[src/shared/wdt_defs.svh]
// Register addresses, field positions, reset values and timing figures for the watchdog.
// Assumes inclusion by bare name from every file that needs them.
`ifndef WDT_DEFS_SVH
`define WDT_DEFS_SVH

`define WDT_ADDR_CLKCTL3 8'h41
`define WDT_ADDR_IRQEN 8'h8e
`define WDT_ADDR_WDCTL 8'he1
`define WDT_ADDR_PWRCTL1 8'h97

`define WDT_RST_CLKCTL3 8'h06
`define WDT_RST_WDCTL 8'h07
`define WDT_RST_IRQEN 8'h60

`define WDT_B_RSTEN 7
`define WDT_B_NONSTOP 6
`define WDT_B_RUN 5
`define WDT_B_CLR 4
`define WDT_B_IDLE 3
`define WDT_B_OVSRC 4
`define WDT_B_FLAG 0
`define WDT_B_FLAGIE 0
`define WDT_B_CS_HI 7
`define WDT_B_CS_LO 6
`define WDT_B_PS_HI 2

`define WDT_CS_LRC 2'h0
`define WDT_CS_EXT 2'h1
`define WDT_CS_SYS12 2'h2
`define WDT_CS_TMR 2'h3

`define WDT_SYS_DIV 4'hb

// Latency of the low-frequency path and the period below which it matters
`define WDT_LAT_US 120
`define WDT_LAT_LIMIT_MS 12

`endif

[src/shared/wdt_pkg.sv]
// Types shared by the watchdog design files.
// Assumes nothing beyond the defines header.
`default_nettype none
package wdt_pkg;
	typedef enum logic [1:0]
	{
		WDT_RUN = 2'b00,
		WDT_IDLE = 2'b01,
		WDT_PDOWN = 2'b10
	} wdt_pmode_e;
endpackage
`default_nettype wire

[src/wdt_prescale.sv]
// Watchdog prescaler: divides source ticks by 2^(sel+1).
// Assumes tick_in is a one-cycle pulse synchronous to clk.
`timescale 1ns/1ps
`default_nettype none
`include "wdt_defs.svh"

module wdt_prescale
(
	input wire logic clk,
	input wire logic rst,
	input wire logic clr,
	input wire logic tick_in,
	input wire logic [2:0] sel,
	output logic tick_out
);
	logic [7:0] cnt_q;
	logic [7:0] cnt_d;
	logic out_d;
	logic [7:0] last;

	always_comb
	begin
		last = 8'hff >> (3'h7 - sel);
		cnt_d = cnt_q;
		out_d = 1'b0;
		if (clr)
		begin
			cnt_d = 8'h00;
		end
		else if (tick_in)
		begin
			if (cnt_q >= last)
			begin
				cnt_d = 8'h00;
				out_d = 1'b1;
			end
			else
			begin
				cnt_d = cnt_q + 8'h01;
			end
		end
	end

	always_ff @(posedge clk)
	begin
		if (rst)
		begin
			cnt_q <= 8'h00;
			tick_out <= 1'b0;
		end
		else
		begin
			cnt_q <= cnt_d;
			tick_out <= out_d;
		end
	end
endmodule
`default_nettype wire

[src/wdt_top.sv]
// Watchdog timer with option-fuse initialisation and write protection.
// Assumes an SFR port: addr, wdata, wr, rd, and prot_page for protected-page writes.
// Source clocks arrive as one-cycle tick pulses synchronous to clk.
`timescale 1ns/1ps
`default_nettype none
`include "wdt_defs.svh"

module wdt_top
(
	input wire logic clk,
	input wire logic rst,
	input wire logic por,
	input wire logic [7:0] addr,
	input wire logic [7:0] wdata,
	input wire logic wr,
	input wire logic rd,
	input wire logic prot_page,
	input wire logic [1:0] pmode,
	input wire logic low_freq_rc_osc,
	input wire logic external_clock_in,
	input wire logic system_clock,
	input wire logic timer_overflow_clock,
	input wire logic opt_auto_enable,
	input wire logic opt_reset_enable_default,
	input wire logic opt_nonstop_default,
	input wire logic opt_idle_count_default,
	input wire logic [2:0] opt_prescale_default,
	input wire logic opt_write_protect,
	output logic [7:0] rdata,
	output logic wd_reset,
	output logic wd_irq,
	output logic wd_wake,
	output logic lrc_keep_running
);
	logic [7:0] wdctl_q;
	logic [7:0] wdctl_d;
	logic [7:0] clkctl_q;
	logic [7:0] clkctl_d;
	logic [7:0] irqen_q;
	logic [7:0] irqen_d;
	logic flag_q;
	logic flag_d;
	logic [7:0] cnt_q;
	logic [7:0] cnt_d;
	logic [3:0] div12_q;
	logic [3:0] div12_d;
	logic sys12_tick;
	logic src_tick;
	logic ps_tick;
	logic clr_pulse;
	logic counting;
	logic ovf;
	logic lock_all;
	logic [7:0] rdata_d;
	logic rst_d;
	logic irq_d;
	logic wake_d;
	logic lrc_d;
	logic [7:0] nxt;

	// =====================================================================
	// Source selection
	always_comb
	begin
		div12_d = div12_q;
		if (system_clock)
		begin
			div12_d = (div12_q == `WDT_SYS_DIV) ? 4'h0 : div12_q + 4'h1;
		end
	end
	assign sys12_tick = system_clock && (div12_q == `WDT_SYS_DIV);

	always_comb
	begin
		case (clkctl_q[`WDT_B_CS_HI:`WDT_B_CS_LO])
			`WDT_CS_LRC: src_tick = low_freq_rc_osc;
			`WDT_CS_EXT: src_tick = external_clock_in;
			`WDT_CS_SYS12: src_tick = sys12_tick;
			default: src_tick = timer_overflow_clock;
		endcase
	end

	// =====================================================================
	// Counting conditions
	always_comb
	begin
		counting = 1'b0;
		case (pmode)
			wdt_pkg::WDT_RUN: counting = wdctl_q[`WDT_B_RUN];
			wdt_pkg::WDT_IDLE: counting = wdctl_q[`WDT_B_RUN] &&
				(wdctl_q[`WDT_B_IDLE] || opt_nonstop_default);
			wdt_pkg::WDT_PDOWN: counting = wdctl_q[`WDT_B_RUN] && wdctl_q[`WDT_B_NONSTOP] &&
				((clkctl_q[`WDT_B_CS_HI:`WDT_B_CS_LO] == `WDT_CS_LRC) ||
				(clkctl_q[`WDT_B_CS_HI:`WDT_B_CS_LO] == `WDT_CS_EXT));
			default: counting = 1'b0;
		endcase
	end

	assign clr_pulse = wr && (addr == `WDT_ADDR_WDCTL) && wdata[`WDT_B_CLR];

	// Prescale ticks; the RC latency appears as tick and pipeline delay
	wdt_prescale u_ps
	(
		.clk(clk),
		.rst(por),
		.clr(clr_pulse),
		.tick_in(src_tick && counting),
		.sel(wdctl_q[`WDT_B_PS_HI:0]),
		.tick_out(ps_tick)
	);

	// =====================================================================
	// Counter and overflow
	always_comb
	begin
		nxt = cnt_q + 8'h01;
		cnt_d = cnt_q;
		ovf = 1'b0;
		if (clr_pulse)
		begin
			cnt_d = 8'h00;
		end
		else if (ps_tick && counting)
		begin
			cnt_d = nxt;
			ovf = clkctl_q[`WDT_B_OVSRC] ? 1'b1 : (cnt_q == 8'hff);
		end
	end

	// =====================================================================
	// Register writes
	assign lock_all = opt_auto_enable && opt_write_protect;

	always_comb
	begin
		wdctl_d = wdctl_q;
		clkctl_d = clkctl_q;
		irqen_d = irqen_q;
		flag_d = flag_q;
		if (wr && (addr == `WDT_ADDR_WDCTL) && !lock_all)
		begin
			if (prot_page)
			begin
				wdctl_d[`WDT_B_RUN] = wdata[`WDT_B_RUN];
				if (!opt_write_protect)
				begin
					wdctl_d[`WDT_B_RSTEN] = wdata[`WDT_B_RSTEN];
					wdctl_d[`WDT_B_NONSTOP] = wdata[`WDT_B_NONSTOP];
				end
			end
			else
			begin
				wdctl_d[`WDT_B_RUN] = wdctl_q[`WDT_B_RUN] | wdata[`WDT_B_RUN];
				if (!opt_write_protect)
				begin
					wdctl_d[`WDT_B_RSTEN] = wdctl_q[`WDT_B_RSTEN] | wdata[`WDT_B_RSTEN];
					wdctl_d[`WDT_B_NONSTOP] = wdctl_q[`WDT_B_NONSTOP] | wdata[`WDT_B_NONSTOP];
				end
			end
			if (!opt_write_protect)
			begin
				wdctl_d[`WDT_B_IDLE] = wdata[`WDT_B_IDLE];
				wdctl_d[`WDT_B_PS_HI:0] = wdata[`WDT_B_PS_HI:0];
			end
		end
		else if (wr && (addr == `WDT_ADDR_CLKCTL3) && prot_page)
		begin
			clkctl_d = wdata;
		end
		else if (wr && (addr == `WDT_ADDR_IRQEN))
		begin
			irqen_d = wdata;
		end
		else if (wr && (addr == `WDT_ADDR_PWRCTL1) && wdata[`WDT_B_FLAG])
		begin
			flag_d = 1'b0;
		end
		wdctl_d[`WDT_B_CLR] = 1'b0;
		if (ovf)
		begin
			flag_d = 1'b1;
		end
	end

	// =====================================================================
	// Outputs
	always_comb
	begin
		rdata_d = 8'h00;
		if (rd && (addr == `WDT_ADDR_WDCTL))
		begin
			rdata_d = wdctl_q;
		end
		else if (rd && (addr == `WDT_ADDR_CLKCTL3))
		begin
			rdata_d = clkctl_q;
		end
		else if (rd && (addr == `WDT_ADDR_IRQEN))
		begin
			rdata_d = irqen_q;
		end
		else if (rd && (addr == `WDT_ADDR_PWRCTL1))
		begin
			rdata_d = {7'h00, flag_q};
		end
		rst_d = ovf && wdctl_q[`WDT_B_RSTEN];
		irq_d = flag_d && irqen_q[`WDT_B_FLAGIE];
		wake_d = (pmode == wdt_pkg::WDT_PDOWN) && ovf &&
			(wdctl_q[`WDT_B_RSTEN] || irqen_q[`WDT_B_FLAGIE]);
		lrc_d = wdctl_q[`WDT_B_RUN] && wdctl_q[`WDT_B_NONSTOP];
	end

	// Control state cleared only by power-on; pin, software and watchdog resets skip it
	always_ff @(posedge clk)
	begin
		if (por)
		begin
			if (opt_auto_enable)
			begin
				wdctl_q <= {opt_reset_enable_default, opt_nonstop_default, 1'b1, 1'b0,
					opt_idle_count_default, opt_prescale_default};
			end
			else
			begin
				wdctl_q <= `WDT_RST_WDCTL;
			end
			clkctl_q <= `WDT_RST_CLKCTL3;
		end
		else
		begin
			wdctl_q <= wdctl_d;
			clkctl_q <= clkctl_d;
		end
	end

	always_ff @(posedge clk)
	begin
		if (rst || por)
		begin
			irqen_q <= `WDT_RST_IRQEN;
			flag_q <= 1'b0;
			cnt_q <= 8'h00;
			div12_q <= 4'h0;
			rdata <= 8'h00;
			wd_reset <= 1'b0;
			wd_irq <= 1'b0;
			wd_wake <= 1'b0;
			lrc_keep_running <= 1'b0;
		end
		else
		begin
			irqen_q <= irqen_d;
			flag_q <= flag_d;
			cnt_q <= cnt_d;
			div12_q <= div12_d;
			rdata <= rdata_d;
			wd_reset <= rst_d;
			wd_irq <= irq_d;
			wd_wake <= wake_d;
			lrc_keep_running <= lrc_d;
		end
	end
endmodule
`default_nettype wire

[config.mk]
export PLATFORM = sky130hd
export DESIGN_NAME = wdt_top
export DESIGN_NICKNAME = d
export VERILOG_FILES = /design/src/shared/wdt_pkg.sv /design/src/wdt_prescale.sv /design/src/wdt_top.sv
export VERILOG_INCLUDE_DIRS = /design/src /design/src/shared
export SDC_FILE = /design/constraint.sdc
export NUM_CORES = 1
export LEC_CHECK = 0
export BUFFER_PORTS_ARGS = -buffer_cell sky130_fd_sc_hd__buf_2
export CAP_MARGIN = 20
export CORE_MARGIN = 8
export CORE_UTILIZATION = 50
export CTS_CLUSTER_DIAMETER = 50
export DETAILED_ROUTE_END_ITERATION = 8
export GPL_TIMING_DRIVEN = 0
export MAX_ROUTING_LAYER = met4
export PLACE_DENSITY = 0.8
export SLEW_MARGIN = 20
export SYNTH_ARGS = -nofsm -noshare
export SYNTH_HDL_FRONTEND = slang
export SYNTH_SLANG_ARGS = --single-unit
[constraint.sdc]
create_clock -name clk -period 2.7 [get_ports clk]
set_input_delay 0.54 -clock clk [delete_from_list [all_inputs] [get_ports clk]]
set_output_delay 0.54 -clock clk [all_outputs]
set_load 0.05 [all_outputs]
# [Yosys cells after proc, flatten, opt, wreduce, memory -nomap -nowiden]
# Index checks and enable logic that the tools add are counted.
[totals] regBits=58 inputBits=36 output_inout_bits=12 word_cells=100
[classes] n_addsub=4 magnitude_cmp=1 eq_ne=11 shift=1 n_mux=25 n_bitwise=6 n_reduce_logical=37
[op_table] cell="two-way mux 8 bit" n=6
[op_table] cell="equality test 8 bit (second input constant)" n=4
[op_table] cell="logical AND 1 bit" n=23
[op_table] cell="adder 8 x 1 -> 8 bit (second input constant)" n=2
[op_table] cell="two-way mux 4 bit" n=3
[op_table] cell="two-way mux 1 bit" n=10
[op_table] cell="equality test 8 x 7 -> 1 bit (second input constant)" n=1
[op_table] cell="greater-or-equal comparator 8 bit" n=1
[op_table] cell=">> shifter 8 x 3 -> 8 bit (first input constant)" n=1
[op_table] cell="two-way mux 3 bit" n=2
[op_table] cell="case mux 1 bit (3 select lines)" n=2
[op_table] cell="adder 4 x 1 -> 4 bit (second input constant)" n=1
[op_table] cell="equality test 2 x 1 -> 1 bit (second input constant)" n=2
[op_table] cell="equality test 2 bit (second input constant)" n=2
[op_table] cell="equality test 4 bit (second input constant)" n=1
[op_table] cell="zero test 2 bit" n=2
[op_table] cell="logical OR 1 bit" n=4
[op_table] cell="two-way mux 2 bit" n=2
[op_table] cell="AND reduction 2 bit" n=2
[op_table] cell="OR reduction 2 bit" n=2
[op_table] cell="NOT 1 bit" n=3
[op_table] cell="bitwise OR 1 bit" n=3
[op_table] cell="AND reduction 3 bit" n=1
[op_table] cell="OR reduction 3 bit" n=1
[op_table] cell="other kinds (4)" n=4

# [Logic depth before layout (Yosys ltp)]
# Gate-level depths: netlist (run 1).
[logic_depth] ltp_word=9 depth_mapped=8 depth_no_buf=7

# [Cells and area by module]
# A second synthesis (run 1) with hierarchy kept.
[hier_totals] hier_cells=287 hier_area_um2=2815.2
[by_module_without_submodules] module="wdt_top" n_inst=1 cells_per_inst=222 area_per_inst_um2=2202.1 seq_area_each_um2=1031.0
[by_module_without_submodules] module="wdt_prescale" n_inst=1 cells_per_inst=65 area_per_inst_um2=613.1 seq_area_each_um2=180.2

# [Least setup slack after synthesis (run 1)]
# No wires, ideal clock.
[synth_timing] path_type="input-to-reg" start="in addr[1]" end="reg wdctl_q[0], enable pin" setup_time_ps=360 arrival_ps=1877 t_required_ps=2340 path_slack_ps=463 path_stages=5 path_buffers=1 cell_sequence="or4b_4 > buf_6 > nor3b_2 > nand2_1 > o21bai_1"
[synth_between] elab_chain_cells=5
[synth_rtl] item="start: declaration" line_no="wdt_top.sv:13" rtl="input wire logic [7:0] addr,"
[synth_rtl] item="equality test 8 bit (no line)"
[synth_rtl] item="logical AND 1 bit (2 in a row)" line_no="wdt_top.sv:140" rtl="if (wr && (addr == `WDT_ADDR_WDCTL) && !lock_all)"
[synth_rtl] item="nonzero test 2 bit (no line)"
[synth_rtl] item="AND reduction 2 bit (no line)"
[synth_rtl] item="end signal: assignment" line_no="wdt_top.sv:220" rtl="wdctl_q <= {opt_reset_enable_default, opt_nonstop_default, 1'b1, 1'b0,"
[synth_rtl] item="end signal: assignment" line_no="wdt_top.sv:225" rtl="wdctl_q <= `WDT_RST_WDCTL;"
[synth_rtl] item="end signal: assignment" line_no="wdt_top.sv:231" rtl="wdctl_q <= wdctl_d;"
[synth_rtl] item="end: declaration" line_no="wdt_top.sv:35" rtl="logic [7:0] wdctl_q;"
# No other way between the ends.
# A chain may end at the register's enable or synchronous reset.

# [Final worst setup path (run 1)]
# Ends and elaborated chain as after synthesis.

==> results.md, run 1 <==
Run status:
- The run finished with clean final reports.

Floorplan:
- The initial utilization of the core area, before any placement, comes to 0.5121.
- 48 I/O pins were placed.
- The die covers a little over 8000 um2.
- The number of rows created at floorplan is 27.
- After floorplanning, the core was sized to cover 5473 um2.
- The width of the die is 90.87 um.
- The die is 90.87 um tall.

Cells and area:
- The final layout contains 406 nets.
- The area occupied by multi-input gates is 1510 um2.
- The number of inserted diodes is 0.
- In the layout the commonest cells are sky130_fd_sc_hd__dfxtp_1, sky130_fd_sc_hd__buf_2, sky130_fd_sc_hd__nor2_1, sky130_fd_sc_hd__nand2_1, sky130_fd_sc_hd__a21oi_1.
- Leaving out fill and tap cells, the most frequent cell in the layout is sky130_fd_sc_hd__dfxtp_1.
- The final standard cell count with taps included and fillers excluded is around 440.
- The layout has around 500 filler cells.
- For this run, the share of the core covered by cells in the final layout is 0.6054.
- The area growth from synthesis to layout is 18.21%.
- Registers take 1211 um2.
- The fraction of final layout cells sized beyond drive strength 1 is 0.2164.
- The final instance area is 3313 um2.

Setup path:
- The data required time of the critical path is 2.68 ns.
- The arrival time at the worst endpoint is 2.27 ns.
- The slowest cell on the critical path is sky130_fd_sc_hd__o21bai_1.
- The worst setup path is captured at a register.
- The maximum cell stage delay along the critical path is 0.55 ns.
- The critical path goes through buf_2 -> or4b_4 -> buf_6 -> nor3b_2 -> nand2_1 -> o21bai_1.
- The largest fanout on the critical path is 6.
- The setup path with the least slack is of type in -> reg.
- The startpoint type of the worst setup path is an input port.

Detailed routing:
- The count of unresolved DRC violations after routing is 0.
- The mean routed wirelength per cell is 16.37 um.
- After detailed routing, the total wire length is 7153 um.
- Across all layers, the routed design uses 2536 vias.
- The antenna violation net count after detailed routing is 0.
- After the first detailed-routing iteration, the DRC count stood at 133.
- The total iterations of the first detailed-routing run is 4.
- In the routed layout, each cell is associated on average with a via count of 5.803.

CTS:
- The maximum count of clock buffers along a single path is 2.
- The H-tree was split into 3 levels.
- The buffers inserted during post-CTS setup optimization is 0.
- Post-CTS repair changed the size of 0 cells.
- Clock latency on the worst-skew pair, taken at its later pin, is 0.34 ns.
- Clock-pin slew was measured on the worst setup and hold paths at 0.07 ns.
- The CTS tree is yes.
- CTS saw 57 sinks.
- The number of buffers created by CTS is 9.
- The cell at the root of the clock tree is sky130_fd_sc_hd__clkbuf_8.
- Hold repair after CTS inserted 0 buffers.

Power and ir drop:
- Power spread over the standard cell area amounts to between 500 and 600 nW/um2.
- The share of total power in sequential cells is 0.490.
- The completed layout was analyzed and its total power is around 1800 uW.
- Of the total power, the share spent switching nets is 0.2517.
- The internal portion of the total power is 1348 uW.
- VDD sags by at most 349.1 uV.
- For this design the static power due to leakage is 0.001411 uW.
- The share of total power dissipated in combinational logic is 0.080.
- Summed over all nets, the switching power comes to 453.5 uW.
- The clock network fraction of design power is 0.430.

Yosys:
- Of the post-synthesis cell area, the dominant cell type holds 0.3571.
- Of the synthesized area, sequential elements account for 0.4321.
- By area the synthesized netlist is led by sky130_fd_sc_hd__dfxtp_1, sky130_fd_sc_hd__edfxtp_1, sky130_fd_sc_hd__mux2i_1, sky130_fd_sc_hd__nor2_1, sky130_fd_sc_hd__ha_1.
- The number of warnings printed during yosys synthesis is 0.
- sky130_fd_sc_hd__dfxtp_1 takes more of the synthesized area than any other cell.
- The proportion of synthesized flip-flops having asynchronous set or reset is 0.
- The count of distinct cell types in the synthesized netlist is 53.
- In this run the cell area of the synthesized design comes to 2803 um2.
- A synthesized cell averages 9.219 um2.
- The synthesized design contains 57 register bits.
- The number of nets handed over by synthesis was 350.
- The gate count after technology mapping is 304.
- Yosys mapped a number of flops with a built-in enable equal to 7.
- The most common flop cell mapped by yosys is sky130_fd_sc_hd__dfxtp_1.

Timing:
- Measured against its own limit, the worst slew margin works out to 0.4729.
- The count of pins over their slew limit is 0.
- Setup repair after global routing left no endpoint under its margin.
- The number of failing hold endpoints at the final stage was 0.
- Derived from the worst setup path, the maximum achievable clock frequency is 435.4 MHz.
- The transition at the pin with the smallest max-transition slack is between 0.7 and 0.8 ns.
- Setup violations remaining at the end of the flow were counted as 0.
- Subtracting the final worst setup slack from the clock period gives 2.297 ns.
- The portion of the clock cycle consumed by the worst path in the final layout is 0.8506.
- Across the routed clock network, the largest skew measured is between 0.01 and 0.015 ns.
- The summed negative setup slack over all endpoints is 0 ns.

Placed design:
- The port buffer count is 45.
- Summed over all nets, the half-perimeter wirelength after detailed placement is around 5300 um.
- After detailed placement, the total cell area comes to between 3000 and 4000 um2.
- The number of placed cells counting well taps is ~420.
- At the end of routability-driven placement, the weighted congestion stood at 0.8816.

Job:
- The number of max-cap violations is 0.

Global route:
- The number of antenna violations at the first check in global routing is 0.
- The via count of the first global-routing pass is 2611.
- The largest net degree at the start of global routing is 12.
- The first global-routing pass estimated 12050 um of wire.
- Across every metal layer, demand over resource in global routing totals 0.1835.
- For this run the aggregate overflow at the end of global routing stands at 0.

Worst hold path:
- The min-delay analysis places its worst path in the category in -> reg.
-- layout make-up --
cell class / instances / share of cell area
sequential: 57 / 0.3656
tap: 72 / 0.02719
clock inverter: 6 / 0.01813
clock buffer: 10 / 0.03852
multi-input combinational: 226 / 0.4558
timing repair buffer: 45 / 0.06798
buffer: 12 / 0.01662
inverter: 9 / 0.01020
-- worst max-delay path, delay by kind of cell --
kind / cells / cell delay [ns]
compound gates: 1 / 0.55
buf+inv: 2 / 0.26
simple gates: 3 / 0.93
-- routing by layer --
metal  global-route usage  wire length, um  vias up
met3              0.04239              456       19
met4               0.1119              227        0
met1               0.2133             3107     1205
li1                     -                -     1225
met5                    -                0        -
met2               0.2820             3360       87
-- kinds of logic after synthesis --
group / synth area share
simple gates: 0.2335
xor+xnor: 0.02188
flops: 0.4321
buf+inv: 0.03169
fa+ha+maj: 0.04464
mux: 0.06116
compound gates: 0.1750
-- sequential cells by signal, indices dropped and copies added (netlist names) --
| register | flops |
|---|---|
| wd_irq | 1 |
| wdctl_q | 7 |
| clkctl_q | 8 |
| wd_reset | 1 |
| wd_wake | 1 |
| cnt_q | 8 |
| rdata | 8 |
| flag_q | 1 |
| div12_q | 4 |
| lrc_keep_running | 1 |
| u_ps.cnt_q | 8 |
| irqen_q | 8 |
| u_ps.tick_out | 1 |
-- power by group through the flow --
stage	logic [uW]	registers, uW	clock network (uW)
floorplan	80.2	900	0
global placement	135	901	0
detailed placement	140	902	0
CTS	142	883	784
global route	158	885	822
finish	144	884	775
-- worst paths after layout --
check                           startpoint       endpoint  slack [ns]  cells after the start
worst min register to register    cnt_q[1]       cnt_q[1]        0.47                      2
worst max register to register  wdctl_q[2]  u_ps.cnt_q[7]        0.46                      8
worst max-delay path               addr[1]     wdctl_q[0]        0.40                      6
worst min-delay path              pmode[0]        wd_wake        0.41                      2
-- synth_stat cells, types with 6 or more instances --
cell,count
sky130_fd_sc_hd__nand3_1,10
sky130_fd_sc_hd__or3_1,6
sky130_fd_sc_hd__clkbuf_1,9
sky130_fd_sc_hd__inv_1,9
sky130_fd_sc_hd__nand2_1,26
sky130_fd_sc_hd__nor2_1,39
sky130_fd_sc_hd__a22oi_1,6
sky130_fd_sc_hd__xor2_1,7
sky130_fd_sc_hd__nand4_1,6
sky130_fd_sc_hd__a22o_1,6
sky130_fd_sc_hd__ha_1,10
sky130_fd_sc_hd__o21ai_0,12
sky130_fd_sc_hd__edfxtp_1,7
sky130_fd_sc_hd__dfxtp_1,50
sky130_fd_sc_hd__mux2i_1,16
sky130_fd_sc_hd__a21oi_1,18
-- per-stage QoR --
step	setup slack, ns	hold WS, ns
final	0.4034	0.4109
after global routing	0.2126	0.4089
after floorplan	0.4627	0.4364
after global placement	0.1216	0.4477
after detailed placement	0.04424	0.4554
after CTS	0.4006	0.3955
No activity file was read; power rests on OpenSTA's default activity.
==> run 2: changes to the inputs <==
--- a/config.mk
+++ b/config.mk
@@ -6,6 +6,7 @@
 export SDC_FILE = /design/constraint.sdc
 export NUM_CORES = 1
 export LEC_CHECK = 0
+export ABC_AREA = 1
 export BUFFER_PORTS_ARGS = -buffer_cell sky130_fd_sc_hd__buf_2
 export CAP_MARGIN = 20
 export CORE_MARGIN = 8
==> run 2 against run 1 <==
Compared with the run above: clock-buffer cell count grew 3; via count up 12%; global-route usage is 0.54 points lower; wire length down 0.98%; hold slack better by 0.029 ns; clock skew shrank 0.0018 ns; cell count grew 27%; register-to-register slack improved by 0.35 ns; worst setup slack better by 0.41 ns; design area up 4.8%; clock power decreased by 15%; critical path type is now reg -> reg; largest cell class unchanged.
==> results.md, run 2 <==
Setup path:
- The worst reg2reg path startpoint is wdctl_q[1].
- The largest fanout on the critical path is 8 (+2).
- STA classifies the critical path startpoint as a register.
- The critical path in this run is classified as reg -> reg.
- Counting stages on the worst path, the most repeated cell is sky130_fd_sc_hd__nand2_1.
- The maximum cell stage delay along the critical path came to 0.50 ns (-0.05 ns).
- The slowest cell on the critical path is sky130_fd_sc_hd__edfxtp_1.
- Walking the worst path, the cells encountered are nor3_1 -> ha_1 -> nand2_1 -> nand2_1 -> nand2_1 -> nand2_1 -> nand2_1 -> nand2_1 -> nor2_1 -> nand2_1 -> a21oi_1.
- The setup slack on the worst flop-to-flop path is 0.81 ns (+0.35 ns).
- The nature of the critical path endpoint is a register.
- The data required time of the critical path was 2.97 ns (+0.29 ns).
- In this run the critical register-to-register path is captured at u_ps.cnt_q[6].
- The number of cells on the worst reg-to-reg path came to 11 (+3).
- The arrival time at the worst endpoint is 2.16 ns (-0.11 ns).

Placed design:
- The placed wire-length estimate after detailed placement is 5465 um (+3.4%).
- The port buffer count came to 47 (+4.4%).
- The placer's final routability congestion estimate is 0.8309 (-5.8%).

Floorplan:
- The die extent in y came to 93.32 um (+2.7%).
- The I/O pin total came to 48 (unchanged).
- The width of the die is 93.32 um (+2.7%).
- The placeable core area came to 5851 um2 (+6.9%).
- The initial core utilization is 0.5109 (-0.001210).
- The number of rows created at floorplan is 28 (+3.7%).
- The area of the die is 8709 um2 (+5.5%).

Yosys:
- The number of flops mapped to enable cells by yosys was 7 (unchanged).
- The synthesized netlist net count is 464 (+33%).
- The number of synthesized register bits is 57 (unchanged).
- The post-synthesis instance area came to 2989 um2 (+6.7%).
- Sorting the synthesized cells by area gives the leading types as sky130_fd_sc_hd__dfxtp_1, sky130_fd_sc_hd__nand2_1, sky130_fd_sc_hd__edfxtp_1, sky130_fd_sc_hd__nor2_1, sky130_fd_sc_hd__a21oi_1.
- The proportion of synthesized chip area in sequential cells came to 0.4052 (-0.02695).
- The fraction of synthesized cell area taken by the top area cell type is 0.3349 (-0.02227).
- In the post-synthesis netlist, the cell with the most instances is sky130_fd_sc_hd__nand2_1.
- The proportion of synthesized flip-flops having asynchronous set or reset came to 0 (unchanged).
- The gate count after technology mapping is 418 (+38%).
- The top cell type by total area after synthesis is sky130_fd_sc_hd__dfxtp_1.
- The number of warnings printed during yosys synthesis came to 0 (unchanged).
- By count the netlist is led by sky130_fd_sc_hd__nand2_1, sky130_fd_sc_hd__dfxtp_1, sky130_fd_sc_hd__nor2_1, sky130_fd_sc_hd__inv_1, sky130_fd_sc_hd__a21oi_1.
- For this run, the leading register cell type out of synthesis is sky130_fd_sc_hd__dfxtp_1.
- The count of distinct cell types in the synthesized netlist came to 34 (-36%).
- The synthesized area per cell is 7.151 um2 (-22%).

Detailed routing:
- The antenna violation net count after detailed routing is 0 (unchanged).
- The via count of the routed design was 2831 (+12%).
- The mean routed wirelength per cell is 12.79 um (-22%).
- The count of unresolved DRC violations after routing is 0 (unchanged).
- The total routed wirelength is 7083 um (-0.98%).
- The average vias per placed instance is 5.110 (-12%).
- The total iterations of the first detailed-routing run is 5 (+1).
- The number of violations reported at the end of detailed-routing iteration 0 is 93 (-30%).

Worst hold path:
- The launch instance of the worst min-delay path is wdata[1].
- For hold timing, the worst endpoint is clkctl_q[1].
- The worst hold path class is in -> reg.
- The number of cells traversed by the worst hold path is 3 (+1).

Timing:
- Setup repair after global routing left no endpoint under its margin.
- The highest clock rate is 529.7 MHz (+22%).
- The number of endpoints failing setup at the final stage is 0 (unchanged).
- The clock period minus final worst setup slack was 1.888 ns (-0.4088 ns).
- The number of failing hold endpoints at the final stage is 0 (unchanged).
- The portion of the clock cycle consumed by the worst path in the final layout came to 0.6992 (-0.1514).
- The largest clock skew in the final design was 0.01005 ns (-0.001751 ns).
- The transition at the pin with the smallest max-transition slack is 0.8442 ns (+0.05645 ns).
- The count of pins over their slew limit is 0 (unchanged).
- The headroom to the max-slew limit came to 0.4312 (-0.04164).
- The summed negative setup slack over all endpoints came to 0 ns (unchanged).
- The hold slack was 0.4395 ns (+0.02864 ns).

Global route:
- The overall fraction of global-route tracks in use is 0.1781 (-0.005403).
- The largest net degree at the start of global routing came to 11 (-1).
- The via count of the first global-routing pass is 2874 (+10%).
- The number of antenna violations at the first check in global routing is 0 (unchanged).
- The residual overflow from global routing is 0 (unchanged).
- The first-pass GRT wire length was 12320 um (+2.2%).

Cells and area:
- The number of inserted diodes is 0 (unchanged).
- Leaving out fill and tap cells, the most frequent cell in the layout is sky130_fd_sc_hd__nand2_1.
- The fraction of final layout cells sized beyond drive strength 1 came to 0.1942 (-0.02228).
- The number of nets in the layout was 522 (+29%).
- The final core area utilization is 0.5935 (-0.01194).
- In the layout the commonest cells are sky130_fd_sc_hd__nand2_1, sky130_fd_sc_hd__dfxtp_1, sky130_fd_sc_hd__buf_2, sky130_fd_sc_hd__nor2_1, sky130_fd_sc_hd__inv_1.
- The synthesis-to-layout area growth is 16.16%.

Power and ir drop:
- The power density relative to cell area was 486.0 nW/um2 (-11%).
- The leakage dissipation is 0.001581 uW (+12%).
- The total power draw is 1687 uW (-6.4%).
- The highest ir drop seen on vdd is 408.9 uV (+17%).

CTS:
- The clock latency at the later pin of the worst-skew pair came to 0.34 ns (about the same).
- The deepest level of the CTS H-tree is 3 (unchanged).
- The CTS tree is yes.
- The hold buffer count at CTS is 0 (unchanged).
- The cell at the root of the clock tree is sky130_fd_sc_hd__clkbuf_8.
- The buffers inserted during post-CTS setup optimization was 0 (unchanged).
- The number of buffers created by CTS was 9 (unchanged).
- The sink count of the clock tree is 57 (unchanged).
- The clock transition at the registers of the reported paths is 0.06 ns (about the same).
- The post-CTS resize count is 0 (unchanged).
- The maximum count of clock buffers along a single path came to 2 (unchanged).

Job:
- The number of max-cap violations is 0 (unchanged).

Run status:
- The run finished with clean final reports.
## run 2: layout make-up
cell class	count	area, um2
Fill cell	531	2379
Multi-Input combinational cell	310	1587
Sequential cell	57	1211
Timing Repair Buffer	47	235.2
Inverter	48	180.2
Clock buffer	13	148.9
Tap cell	75	93.84
Buffer	3	11.26
Clock inverter	1	5.005
## run 2: power by group
group | internal [uW] | leakage (uW) | switching, uW
Clock | 347 | 0.0000794 | 313
Combinational | 50.8 | 0.00103 | 91.6
Sequential | 872 | 0.000472 | 13.2
Total | 1270 | 0.00158 | 418
## run 2: worst max-delay path by stage
stage	start	end	slack [ns]
after floorplan	addr[1]	wdctl_q[0]	0.88
after global placement	addr[1]	wdctl_q[2]	0.54
after detailed placement	addr[1]	wdctl_q[2]	0.49
after CTS	wdctl_q[1]	u_ps.cnt_q[6]	0.82
after global routing	wdctl_q[1]	u_ps.cnt_q[2]	0.59
final	wdctl_q[1]	u_ps.cnt_q[6]	0.81
## run 2: metal layers
metal / part of all wire / up-vias / track usage
li1: - / 1459 / -
met1: 0.45 / 1283 / 0.1978
met2: 0.49 / 77 / 0.2961
met3: 0.043 / 12 / 0.04167
met4: 0.015 / 0 / 0.08188
met5: 0 / - / -
## run 2: logic make-up (layout without fill, tap and decap cells)
kind of cell	count (synthesis)	count (layout)	synth area share
fa+ha+maj	10	10	0.04186
simple gates	234	234	0.3554
flops	57	57	0.4052
mux	1	1	0.003349
xor+xnor	9	9	0.02637
buf+inv	51	112	0.06404
compound gates	56	56	0.1038
## run 2: critical path, delay by kind of cell (launching register included)
family	cells	cell delay (ns)
and+or+nand+nor	9	0.93
DFF	1	0.50
AOI/OAI and AO/OA	1	0.12
adders and majority gates	1	0.26
## run 2: through the flow
| stage | instance area (um2) | std cells | worst slack [ns] |
|---|---|---|---|
| 6_report | 3472 | 554 | 0.8123 |
| 5_1_grt | 3472 | 554 | 0.5863 |
| 4_1_cts | 3472 | 554 | 0.8170 |
| 3_5_place_dp | 3318 | 540 | 0.4869 |
| 3_3_place_gp | 3318 | 540 | 0.5383 |
| 2_1_floorplan | 2989 | 418 | 0.8763 |
